`src/include/range_type_pkg.sv`:
```
// Constants for the memory-type range lookup unit: register offsets, fields,
// reset values and memory type encodings.
// Assumes a 32-bit APB register bus and 4 KByte granule lookups.
package range_type_pkg;

  // Register byte offsets
  localparam logic [11:0] CAP_OFF      = 12'h000;
  localparam logic [11:0] DEF_TYPE_OFF = 12'h004;
  localparam logic [11:0] CTRL0_OFF    = 12'h008;
  localparam logic [11:0] CTRL4_OFF    = 12'h00C;
  localparam logic [11:0] PTB_OFF      = 12'h010;
  localparam logic [11:0] CHK_BASE_OFF = 12'h014;
  localparam logic [11:0] CHK_SIZE_OFF = 12'h018;
  localparam logic [11:0] STATUS_OFF   = 12'h01C;
  localparam logic [11:0] FIX_OFF      = 12'h100;
  localparam logic [11:0] VAR_OFF      = 12'h200;

  // Field positions
  localparam int CAP_FIX_BIT   = 8;
  localparam int CAP_COMB_BIT  = 10;
  localparam int CAP_SNOOP_BIT = 27;
  localparam int DEF_FIX_BIT   = 10;
  localparam int DEF_E_BIT     = 11;
  localparam int MASK_V_BIT    = 11;
  localparam int NOCACHE_BIT   = 30;
  localparam int NWT_BIT       = 29;
  localparam int PGLOB_BIT     = 7;
  localparam int ST_OK_BIT     = 0;
  localparam int ST_NOFILL_BIT = 1;

  // Writable bits of each register
  localparam logic [31:0] DEF_TYPE_WMASK = 32'h0000_0CFF;
  localparam logic [31:0] BASE_WMASK     = 32'hFFFF_F0FF;
  localparam logic [31:0] MASK_WMASK     = 32'hFFFF_F800;
  localparam logic [31:0] CTRL0_WMASK    = 32'h6000_0000;
  localparam logic [31:0] CTRL4_WMASK    = 32'h0000_0080;
  localparam logic [31:0] PTB_WMASK      = 32'hFFFF_F000;

  // Reset values
  localparam logic [31:0] DEF_TYPE_RST = 32'h0000_0000;
  localparam logic [31:0] CTRL0_RST    = 32'h6000_0000;
  localparam logic [31:0] ZERO_RST     = 32'h0000_0000;

  // Fixed range layout: 8 x 64K, 16 x 16K, 64 x 4K entries
  localparam int NUM_FIX       = 88;
  localparam int NUM_FIX_WORDS = 22;
  localparam int FIX16_FIRST   = 8;
  localparam int FIX4_FIRST    = 24;

  // Memory type encodings
  localparam logic [7:0] UNCACHEABLE_TYPE     = 8'h00;
  localparam logic [7:0] WRITE_COMBINING_TYPE = 8'h01;
  localparam logic [7:0] WRITE_THROUGH_TYPE   = 8'h04;
  localparam logic [7:0] WRITE_PROTECTED_TYPE = 8'h05;
  localparam logic [7:0] WRITE_BACK_TYPE      = 8'h06;

endpackage

```
`src/range_type_resolve.sv`:
```
// Combinational resolver: turns a 4 KByte granule number into a memory type.
// Assumes the register contents are stable flops from the enclosing unit.
`timescale 1ns/10ps
module range_type_resolve
  import range_type_pkg::*;
#(
  parameter int NUM_VAR = 8
) (
  // Lookup
  input  wire logic [19:0]                    granule,
  output logic      [7:0]                     type_out,
  // Configuration
  input  wire logic                           typing_enable,
  input  wire logic                           fixed_enable,
  input  wire logic                           fixed_capable,
  input  wire logic [7:0]                     variable_pair_count,
  input  wire logic [7:0]                     default_type,
  input  wire logic [NUM_FIX-1:0][7:0]        fixed_types,
  input  wire logic [NUM_VAR-1:0][19:0]       pair_base,
  input  wire logic [NUM_VAR-1:0][7:0]        pair_type,
  input  wire logic [NUM_VAR-1:0][19:0]       pair_mask,
  input  wire logic [NUM_VAR-1:0]             pair_valid
);

  logic [NUM_VAR-1:0] pair_hit;
  logic [6:0]         fix_index;
  logic               in_fixed;

  // One comparator per pair; uncounted or invalid pairs never hit
  generate
    for (genvar i = 0; i < NUM_VAR; i++) begin : g_pair
      assign pair_hit[i] = pair_valid[i] && (8'(i) < variable_pair_count) &&
                           ((granule & pair_mask[i]) == (pair_base[i] & pair_mask[i]));
    end
  endgenerate

  // Fixed region index from the granule below 1 MByte
  always_comb begin
    in_fixed  = (granule[19:8] == 12'h000);
    if (granule[7] == 1'b0) begin
      fix_index = {4'h0, granule[6:4]};
    end else if (granule[6] == 1'b0) begin
      fix_index = 7'(FIX16_FIRST) + {3'h0, granule[5:2]};
    end else begin
      fix_index = 7'(FIX4_FIRST) + {1'b0, granule[5:0]};
    end
  end

  // Priority: disabled, fixed, variable, default
  always_comb begin
    logic       any_hit;
    logic       any_unc;
    logic       any_thr;
    logic       any_bck;
    logic [7:0] first_type;
    any_hit    = 1'b0;
    any_unc    = 1'b0;
    any_thr    = 1'b0;
    any_bck    = 1'b0;
    first_type = UNCACHEABLE_TYPE;
    for (int i = NUM_VAR - 1; i >= 0; i--) begin
      if (pair_hit[i]) begin
        any_hit    = 1'b1;
        first_type = pair_type[i];
        any_unc    = any_unc | (pair_type[i] == UNCACHEABLE_TYPE);
        any_thr    = any_thr | (pair_type[i] == WRITE_THROUGH_TYPE);
        any_bck    = any_bck | (pair_type[i] == WRITE_BACK_TYPE);
      end
    end
    if (!typing_enable) begin
      type_out = UNCACHEABLE_TYPE;
    end else if (fixed_capable && fixed_enable && in_fixed) begin
      type_out = fixed_types[fix_index];
    end else if (any_unc) begin
      type_out = UNCACHEABLE_TYPE;
    end else if (any_thr && any_bck) begin
      type_out = WRITE_THROUGH_TYPE; // Safer of the two write policies
    end else if (any_hit) begin
      type_out = first_type;
    end else begin
      type_out = default_type;
    end
  end

endmodule

```
`src/range_type_unit.sv`:
```
// Memory-type range unit: APB register file, cache mode and TLB flush
// controls, range request checker and the lookup port.
// Assumes APB master in pclk domain; lookup requests synchronous to pclk.
`timescale 1ns/10ps
module range_type_unit
  import range_type_pkg::*;
#(
  parameter int          NUM_VAR     = 8,
  parameter logic        FIX_CAPABLE = 1'b1,
  parameter logic        CMB_CAPABLE = 1'b1,
  parameter logic        SELF_SNOOP  = 1'b0
) (
  // Clock and reset
  input  wire logic        pclk,
  input  wire logic        presetn,
  // APB slave
  input  wire logic        psel,
  input  wire logic        penable,
  input  wire logic        pwrite,
  input  wire logic [11:0] paddr,
  input  wire logic [31:0] pwdata,
  output logic      [31:0] prdata,
  output logic             pready,
  output logic             pslverr,
  // Lookup port
  input  wire logic        lookup_req,
  input  wire logic [19:0] lookup_granule,
  output logic      [7:0]  lookup_type,
  output logic             lookup_valid,
  // Cache and TLB controls
  output logic             cache_no_fill,
  output logic             cache_disabled,
  output logic             tlb_flush
);

  // Pair index wide enough for the pair array only, so no index bit is dropped
  localparam int PAIR_IW = (NUM_VAR > 1) ? $clog2(NUM_VAR) : 1;

  logic [31:0]                     default_type_register;
  logic [31:0]                     control_register_zero;
  logic [31:0]                     control_register_four;
  logic [31:0]                     page_table_base_register;
  logic [31:0]                     check_base;
  logic [31:0]                     check_size;
  logic [NUM_FIX_WORDS-1:0][31:0]  fixed_range_register;
  logic [NUM_VAR-1:0][31:0]        variable_base_register;
  logic [NUM_VAR-1:0][31:0]        variable_mask_register;
  logic [31:0]                     range_capability_register;
  logic [31:0]                     status_word;
  logic [32:0]                     check_end;
  logic                            check_ok;
  logic                            setup;
  logic                            wr_en;
  logic                            is_fix;
  logic                            is_var;
  logic                            is_mapped;
  logic [11:0]                     fix_rel;
  logic [11:0]                     var_rel;
  logic [4:0]                      fix_word;
  logic [7:0]                      var_pair;
  logic                            var_is_mask;
  logic [PAIR_IW-1:0]              pair_idx;
  logic [31:0]                     next_prdata;
  logic [NUM_VAR-1:0][19:0]        pair_base;
  logic [NUM_VAR-1:0][7:0]         pair_type;
  logic [NUM_VAR-1:0][19:0]        pair_mask;
  logic [NUM_VAR-1:0]              pair_valid;

  // Read-only capability word
  assign range_capability_register = {4'h0, SELF_SNOOP, 16'h0000, CMB_CAPABLE, 1'b0, FIX_CAPABLE,
                                      8'(NUM_VAR)};

  // Address decode; the slave always answers in the first access cycle
  assign setup       = psel && !penable;
  assign wr_en       = psel && penable && pwrite;
  assign fix_rel     = paddr - FIX_OFF;
  assign var_rel     = paddr - VAR_OFF;
  assign fix_word    = fix_rel[6:2];
  assign var_pair    = var_rel[10:3];
  assign var_is_mask = var_rel[2];
  assign pair_idx    = var_pair[PAIR_IW-1:0];
  assign is_fix      = (paddr >= FIX_OFF) && (fix_rel < 12'(NUM_FIX_WORDS * 4)) && (paddr[1:0] == 2'b00);
  assign is_var      = (paddr >= VAR_OFF) && (var_rel < 12'(NUM_VAR * 8)) && (paddr[1:0] == 2'b00);
  assign pready      = 1'b1;

  // Range request check: aligned, nonzero size, end inside 4 GByte space
  assign check_end = {1'b0, check_base} + {1'b0, check_size};
  assign check_ok  = (check_base[11:0] == 12'h000) && (check_size[11:0] == 12'h000) &&
                     (check_size != 32'h0000_0000) &&
                     (!check_end[32] || (check_end[31:0] == 32'h0000_0000));

  // No-fill mode: caches disabled while write-through bit is clear
  assign status_word = {30'h0, cache_no_fill, check_ok};
  assign cache_disabled = control_register_zero[NOCACHE_BIT];
  assign cache_no_fill  = control_register_zero[NOCACHE_BIT] && !control_register_zero[NWT_BIT];

  // Read mux, sampled in the setup cycle so read data comes from a flop
  always_comb begin
    next_prdata = 32'h0000_0000;
    is_mapped   = 1'b1;
    if (is_fix) begin
      next_prdata = fixed_range_register[fix_word];
    end else if (is_var) begin
      next_prdata = var_is_mask ? variable_mask_register[pair_idx]
                                : variable_base_register[pair_idx];
    end else begin
      case (paddr)
        CAP_OFF:      next_prdata = range_capability_register;
        DEF_TYPE_OFF: next_prdata = default_type_register;
        CTRL0_OFF:    next_prdata = control_register_zero;
        CTRL4_OFF:    next_prdata = control_register_four;
        PTB_OFF:      next_prdata = page_table_base_register;
        CHK_BASE_OFF: next_prdata = check_base;
        CHK_SIZE_OFF: next_prdata = check_size;
        STATUS_OFF:   next_prdata = status_word;
        default:      is_mapped = 1'b0;
      endcase
    end
  end

  // Read data and error answer registered at setup
  always_ff @(posedge pclk or negedge presetn) begin
    if (!presetn) begin
      prdata  <= ZERO_RST;
      pslverr <= 1'b0;
    end else if (setup) begin
      prdata  <= pwrite ? ZERO_RST : next_prdata;
      pslverr <= !is_mapped;
    end
  end

  // Default type register; global enable cleared at reset
  always_ff @(posedge pclk or negedge presetn) begin
    if (!presetn) begin
      default_type_register <= DEF_TYPE_RST;
    end else if (wr_en && paddr == DEF_TYPE_OFF) begin
      default_type_register <= pwdata & DEF_TYPE_WMASK;
    end
  end

  // Fixed range storage, four type fields per word
  always_ff @(posedge pclk or negedge presetn) begin
    if (!presetn) begin
      fixed_range_register <= '0;
    end else if (wr_en && is_fix) begin
      fixed_range_register[fix_word] <= pwdata;
    end
  end

  // Variable pairs; reset clears every valid bit
  always_ff @(posedge pclk or negedge presetn) begin
    if (!presetn) begin
      variable_base_register <= '0;
      variable_mask_register <= '0;
    end else if (wr_en && is_var) begin
      if (var_is_mask) begin
        variable_mask_register[pair_idx] <= pwdata & MASK_WMASK;
      end else begin
        variable_base_register[pair_idx] <= pwdata & BASE_WMASK;
      end
    end
  end

  // Cache control word; caches start disabled after reset
  always_ff @(posedge pclk or negedge presetn) begin
    if (!presetn) begin
      control_register_zero <= CTRL0_RST;
    end else if (wr_en && paddr == CTRL0_OFF) begin
      control_register_zero <= pwdata & CTRL0_WMASK;
    end
  end

  // Page-global enable and page table base
  always_ff @(posedge pclk or negedge presetn) begin
    if (!presetn) begin
      control_register_four    <= ZERO_RST;
      page_table_base_register <= ZERO_RST;
    end else begin
      if (wr_en && paddr == CTRL4_OFF) begin
        control_register_four <= pwdata & CTRL4_WMASK;
      end
      if (wr_en && paddr == PTB_OFF) begin
        page_table_base_register <= pwdata & PTB_WMASK;
      end
    end
  end

  // TLB flush pulse: page-global cleared from set, or base reloaded
  always_ff @(posedge pclk or negedge presetn) begin
    if (!presetn) begin
      tlb_flush <= 1'b0;
    end else begin
      tlb_flush <= (wr_en && paddr == CTRL4_OFF && control_register_four[PGLOB_BIT] && !pwdata[PGLOB_BIT]) ||
                   (wr_en && paddr == PTB_OFF);
    end
  end

  // Range request operands for the alignment checker
  always_ff @(posedge pclk or negedge presetn) begin
    if (!presetn) begin
      check_base <= ZERO_RST;
      check_size <= ZERO_RST;
    end else begin
      if (wr_en && paddr == CHK_BASE_OFF) begin
        check_base <= pwdata;
      end
      if (wr_en && paddr == CHK_SIZE_OFF) begin
        check_size <= pwdata;
      end
    end
  end

  // Unpack pair fields for the resolver
  generate
    for (genvar i = 0; i < NUM_VAR; i++) begin : g_unpack
      assign pair_base[i]  = variable_base_register[i][31:12];
      assign pair_type[i]  = variable_base_register[i][7:0];
      assign pair_mask[i]  = variable_mask_register[i][31:12];
      assign pair_valid[i] = variable_mask_register[i][MASK_V_BIT];
    end
  endgenerate

  // Answer in the request cycle from current register contents
  assign lookup_valid = lookup_req;

  range_type_resolve #(
    .NUM_VAR (NUM_VAR)
  ) u_resolve (
    .granule             (lookup_granule),
    .type_out            (lookup_type),
    .typing_enable       (default_type_register[DEF_E_BIT]),
    .fixed_enable        (default_type_register[DEF_FIX_BIT]),
    .fixed_capable       (FIX_CAPABLE),
    .variable_pair_count (8'(NUM_VAR)),
    .default_type        (default_type_register[7:0]),
    .fixed_types         (fixed_range_register),
    .pair_base           (pair_base),
    .pair_type           (pair_type),
    .pair_mask           (pair_mask),
    .pair_valid          (pair_valid)
  );

endmodule

```
`config.mk`:
```
export PLATFORM = sky130hd
export DESIGN_NAME = range_type_unit
export DESIGN_NICKNAME = d
export VERILOG_FILES = /design/src/include/range_type_pkg.sv /design/src/range_type_resolve.sv /design/src/range_type_unit.sv
export SDC_FILE = /design/constraint.sdc
export NUM_CORES = 2
export LEC_CHECK = 0
export BUFFER_PORTS_ARGS = -buffer_cell sky130_fd_sc_hd__buf_2
export CORE_MARGIN = 1
export CORE_UTILIZATION = 60
export CTS_CLUSTER_SIZE = 16
export DETAILED_ROUTE_END_ITERATION = 10
export PLACE_DENSITY = 0.77
export SYNTH_ARGS = -nofsm -noshare
export SYNTH_HDL_FRONTEND = slang
export SYNTH_SLANG_ARGS = --single-unit
export TNS_END_PERCENT = 100
```
`constraint.sdc`:
```
create_clock -name pclk -period 4.2 [get_ports pclk]
set_clock_uncertainty 0.2 [all_clocks]
set_input_delay 0.21 -clock pclk [delete_from_list [all_inputs] [get_ports pclk]]
set_output_delay 0.21 -clock pclk [all_outputs]
set_load 0.05 [all_outputs]
```
==> metrics.cfg <==
[run_status]
status = finished, violations left
violations = setup timing

[floorplan]
core_um2 = 111000
dieArea_um2 = 114000
die_h_um = 337
pin_count = 116
die_x_um = 337
initial_core_util_pct = 60.8
rows = 122

[worst_setup_path]
path_class = reg2out
startpoint_type = flop
endpoint_kind = output port
required_ps = 3790
rr_endpoint = prdata[0]
rr_startpoint = check_base[1]
crit_buf_inv = 5
critPathTopFamily = compound AO/OA/AOI/OAI gates
slowest_delay_ps = 760
crit_top_cell = buf_4
critPathArrivalTime_ps = 3970
ff2ff_path_depth = 10
reg2reg_setup_slack_ps = 410
cp_cell_sequence = xor2_2 -> a222oi_1 -> nand3_2 -> buf_6 -> nor3_2 -> buf_4 -> buf_4 -> buf_6 -> a211o_1 -> a22o_1 -> a21oi_2 -> o211ai_1 -> buf_4
crit_slowest_cell = a222oi_1
crit_fanout = 3

[drt]
vias_per_cell = 7.47
detail-route-antenna-nets = 0
routedWlPerCell_um = 36.2
drt_pass1_iterations = 10
drt_wl_total_mm = 253
drtIter0Drc = 8198
drc = 0
vias = 52200

[synth]
synth_edf_count = 0
yosysTopAreaCell = dfrtp_1
syn_area_um2 = 67400
synth-async-reset-ratio_pct = 100
synth_top_flop_cell = dfrtp_1
synth_common_cells = 1225 x dfrtp_1, 1181 x mux2_2, 360 x mux4_2
synth.avg_cell_area_um2 = 12.9
ys_seq_area_share_pct = 45.5
post-synth-top-count-cell = dfrtp_1
synth_area_leaders = dfrtp_1 45%, mux2_2 20%, mux4_2 12%
syn_inst = 5241
synth_seq_cells = 1227
synth_top_area_share_pct = 45.5
yosysWarnings = 0
synth_cell_types = 99
syn-num-nets = 5347

[global_routing]
grt_pass1_vias = 51600
antenna_found_initial = 20
grt_use_total_pct = 45.0
grt_overflow = 0
grt_pass1_wl_mm = 368
grt_max_degree = 155

[min_path]
min_path_type = in2reg
min_path_cells = 3
hold_start = pwdata[11]
min_to = pair_valid[3]

[cts]
cts_inserted_buffers = 135
clk_pin_slew_worst_paths_ps = 60
clk-insertion-delay-late_ps = 770
root_buffer = clkbuf_16
cts_buffer_depth = 3
cts_sinks = 1227
cts_tree = done
cts.htree.levels = 4

[sta]
rsz0062_at_grt = yes
setup_ws_ps = -175
setup_violations = 4
min_period_ps = 4380
fmax_ghz = 0.229
worstMarginPinSlew_ps = 1300
hold_viol = 0
post-route-period-util_pct = 104
slew_viol_final = 0
relSlewSlack_pct = 13.2

[pwr]
power_mw = 26.2
p_per_area_nw_per_um2 = 343
peakVddDrop_mv = 0.391
p_leak_nw = 36.1

[final_layout]
drive_gt1_share_pct = 43.3
syn_to_final_growth_pct = 13.2
fin_util_pct = 68.8
nets = 5486

[placement]
detailed_place_hpwl_mm = 173
numPortBuffers = 112
place_ws_ps = -292
gp_congestion = 1.12

[job]
cap_violations = 0

==> layer usage <==
metal,global-route usage (%),part of all wire (%),vias to the layer above
met5,0,0.038,-
met4,29.9,8.0,14
met3,13.8,13,1051
met2,64.3,43,4025
met1,59.2,36,26800
li1,-,-,20300
==> worst max-delay path by stage <==
stage | end | cells past startpoint | start
after detailed placement | lookup_type[5] | 15 | lookup_granule[6]
after global placement | lookup_type[5] | 15 | lookup_granule[6]
final | lookup_type[1] | 13 | pair_base[26]
after global routing | lookup_type[1] | 13 | pair_base[26]
after CTS | lookup_type[7] | 13 | pair_base[26]
after floorplan | lookup_type[3] | 13 | lookup_granule[3]
==> layout by cell type (no fill, tap or decap), types with 104 or more instances in the layout <==
cell type  instances
mux2i_1          125
mux4_2           360
mux2_2          1181
a22oi_1          142
o22ai_1          104
xor2_1           154
nand3_1          105
dfrtp_1         1220
buf_4            285
a21oi_1          123
clkbuf_16        137
o21ai_0          120
nor2_1           138
nand2_1          271
==> report_power, final <==
group          internal (mW)  switching, mW
Combinational          0.602           1.54
Clock                   7.06           5.14
Sequential              11.8         0.0168
Total                   19.5           6.69
==> through the flow <==
stage               hold WS (ps)  TNS (ps)  area, µm²  instances
floorplan                   -286         0      67400       5241
global placement           -50.0      -175      70800       6676
detailed placement         -58.0      -327      70800       6676
CTS                         4.06     -16.3      76000       6958
global route                54.1      -370      76300       6975
finish                      46.0      -466      76400       6984
==> worst register-to-register path: cells and delay by family (launching register included) <==
family | cells | cell delay (ps)
flip-flops | 1 | 490
AO/OA/AOI/OAI | 5 | 1540
adder cells (fa/ha/maj) | 1 | 370
AND/OR/NAND/NOR | 4 | 1130
==> final cells by class <==
class | count | area [µm²]
Timing Repair Buffer | 460 | 3920
Antenna cell | 11 | 27.5
Tap cell | 1488 | 1860
Clock buffer | 194 | 3930
Multi-Input combinational cell | 3523 | 35200
Fill cell | 7786 | 34600
Inverter | 33 | 125
Clock inverter | 48 | 594
Sequential cell | 1227 | 30700
==> sequential cells by signal, summed over array words and instances (netlist names), 10 cells and up <==
signal and count:
check_base 32, check_size 32, default_type_register 10, fixed_range_register 704
page_table_base_register 20, pair_base 160, pair_mask 160, pair_type 64
prdata 32
==> cell families (layout without fill, tap and decap cells) <==
kind of cell,count (synthesis),after routing,synth area share [%]
flops,1227,1227,45.5
simple gates,823,824,5.92
fa+ha+maj,36,36,0.679
mux,1713,1713,34.4
xor+xnor,174,174,2.26
other cells,1,12,0.00556
buf+inv,492,735,3.29
compound gates,775,775,7.92
==> timing repair <==
item,in CTS,in global routing
pin swaps,27,30
endpoints found under the hold margin,1018,0
gates cloned,1,0
endpoints found under the setup margin,8,8
buffers inserted,26,17
hold buffers,13,0
gates resized for setup,69,45
Note: power is estimated with default switching activity, not from simulation.
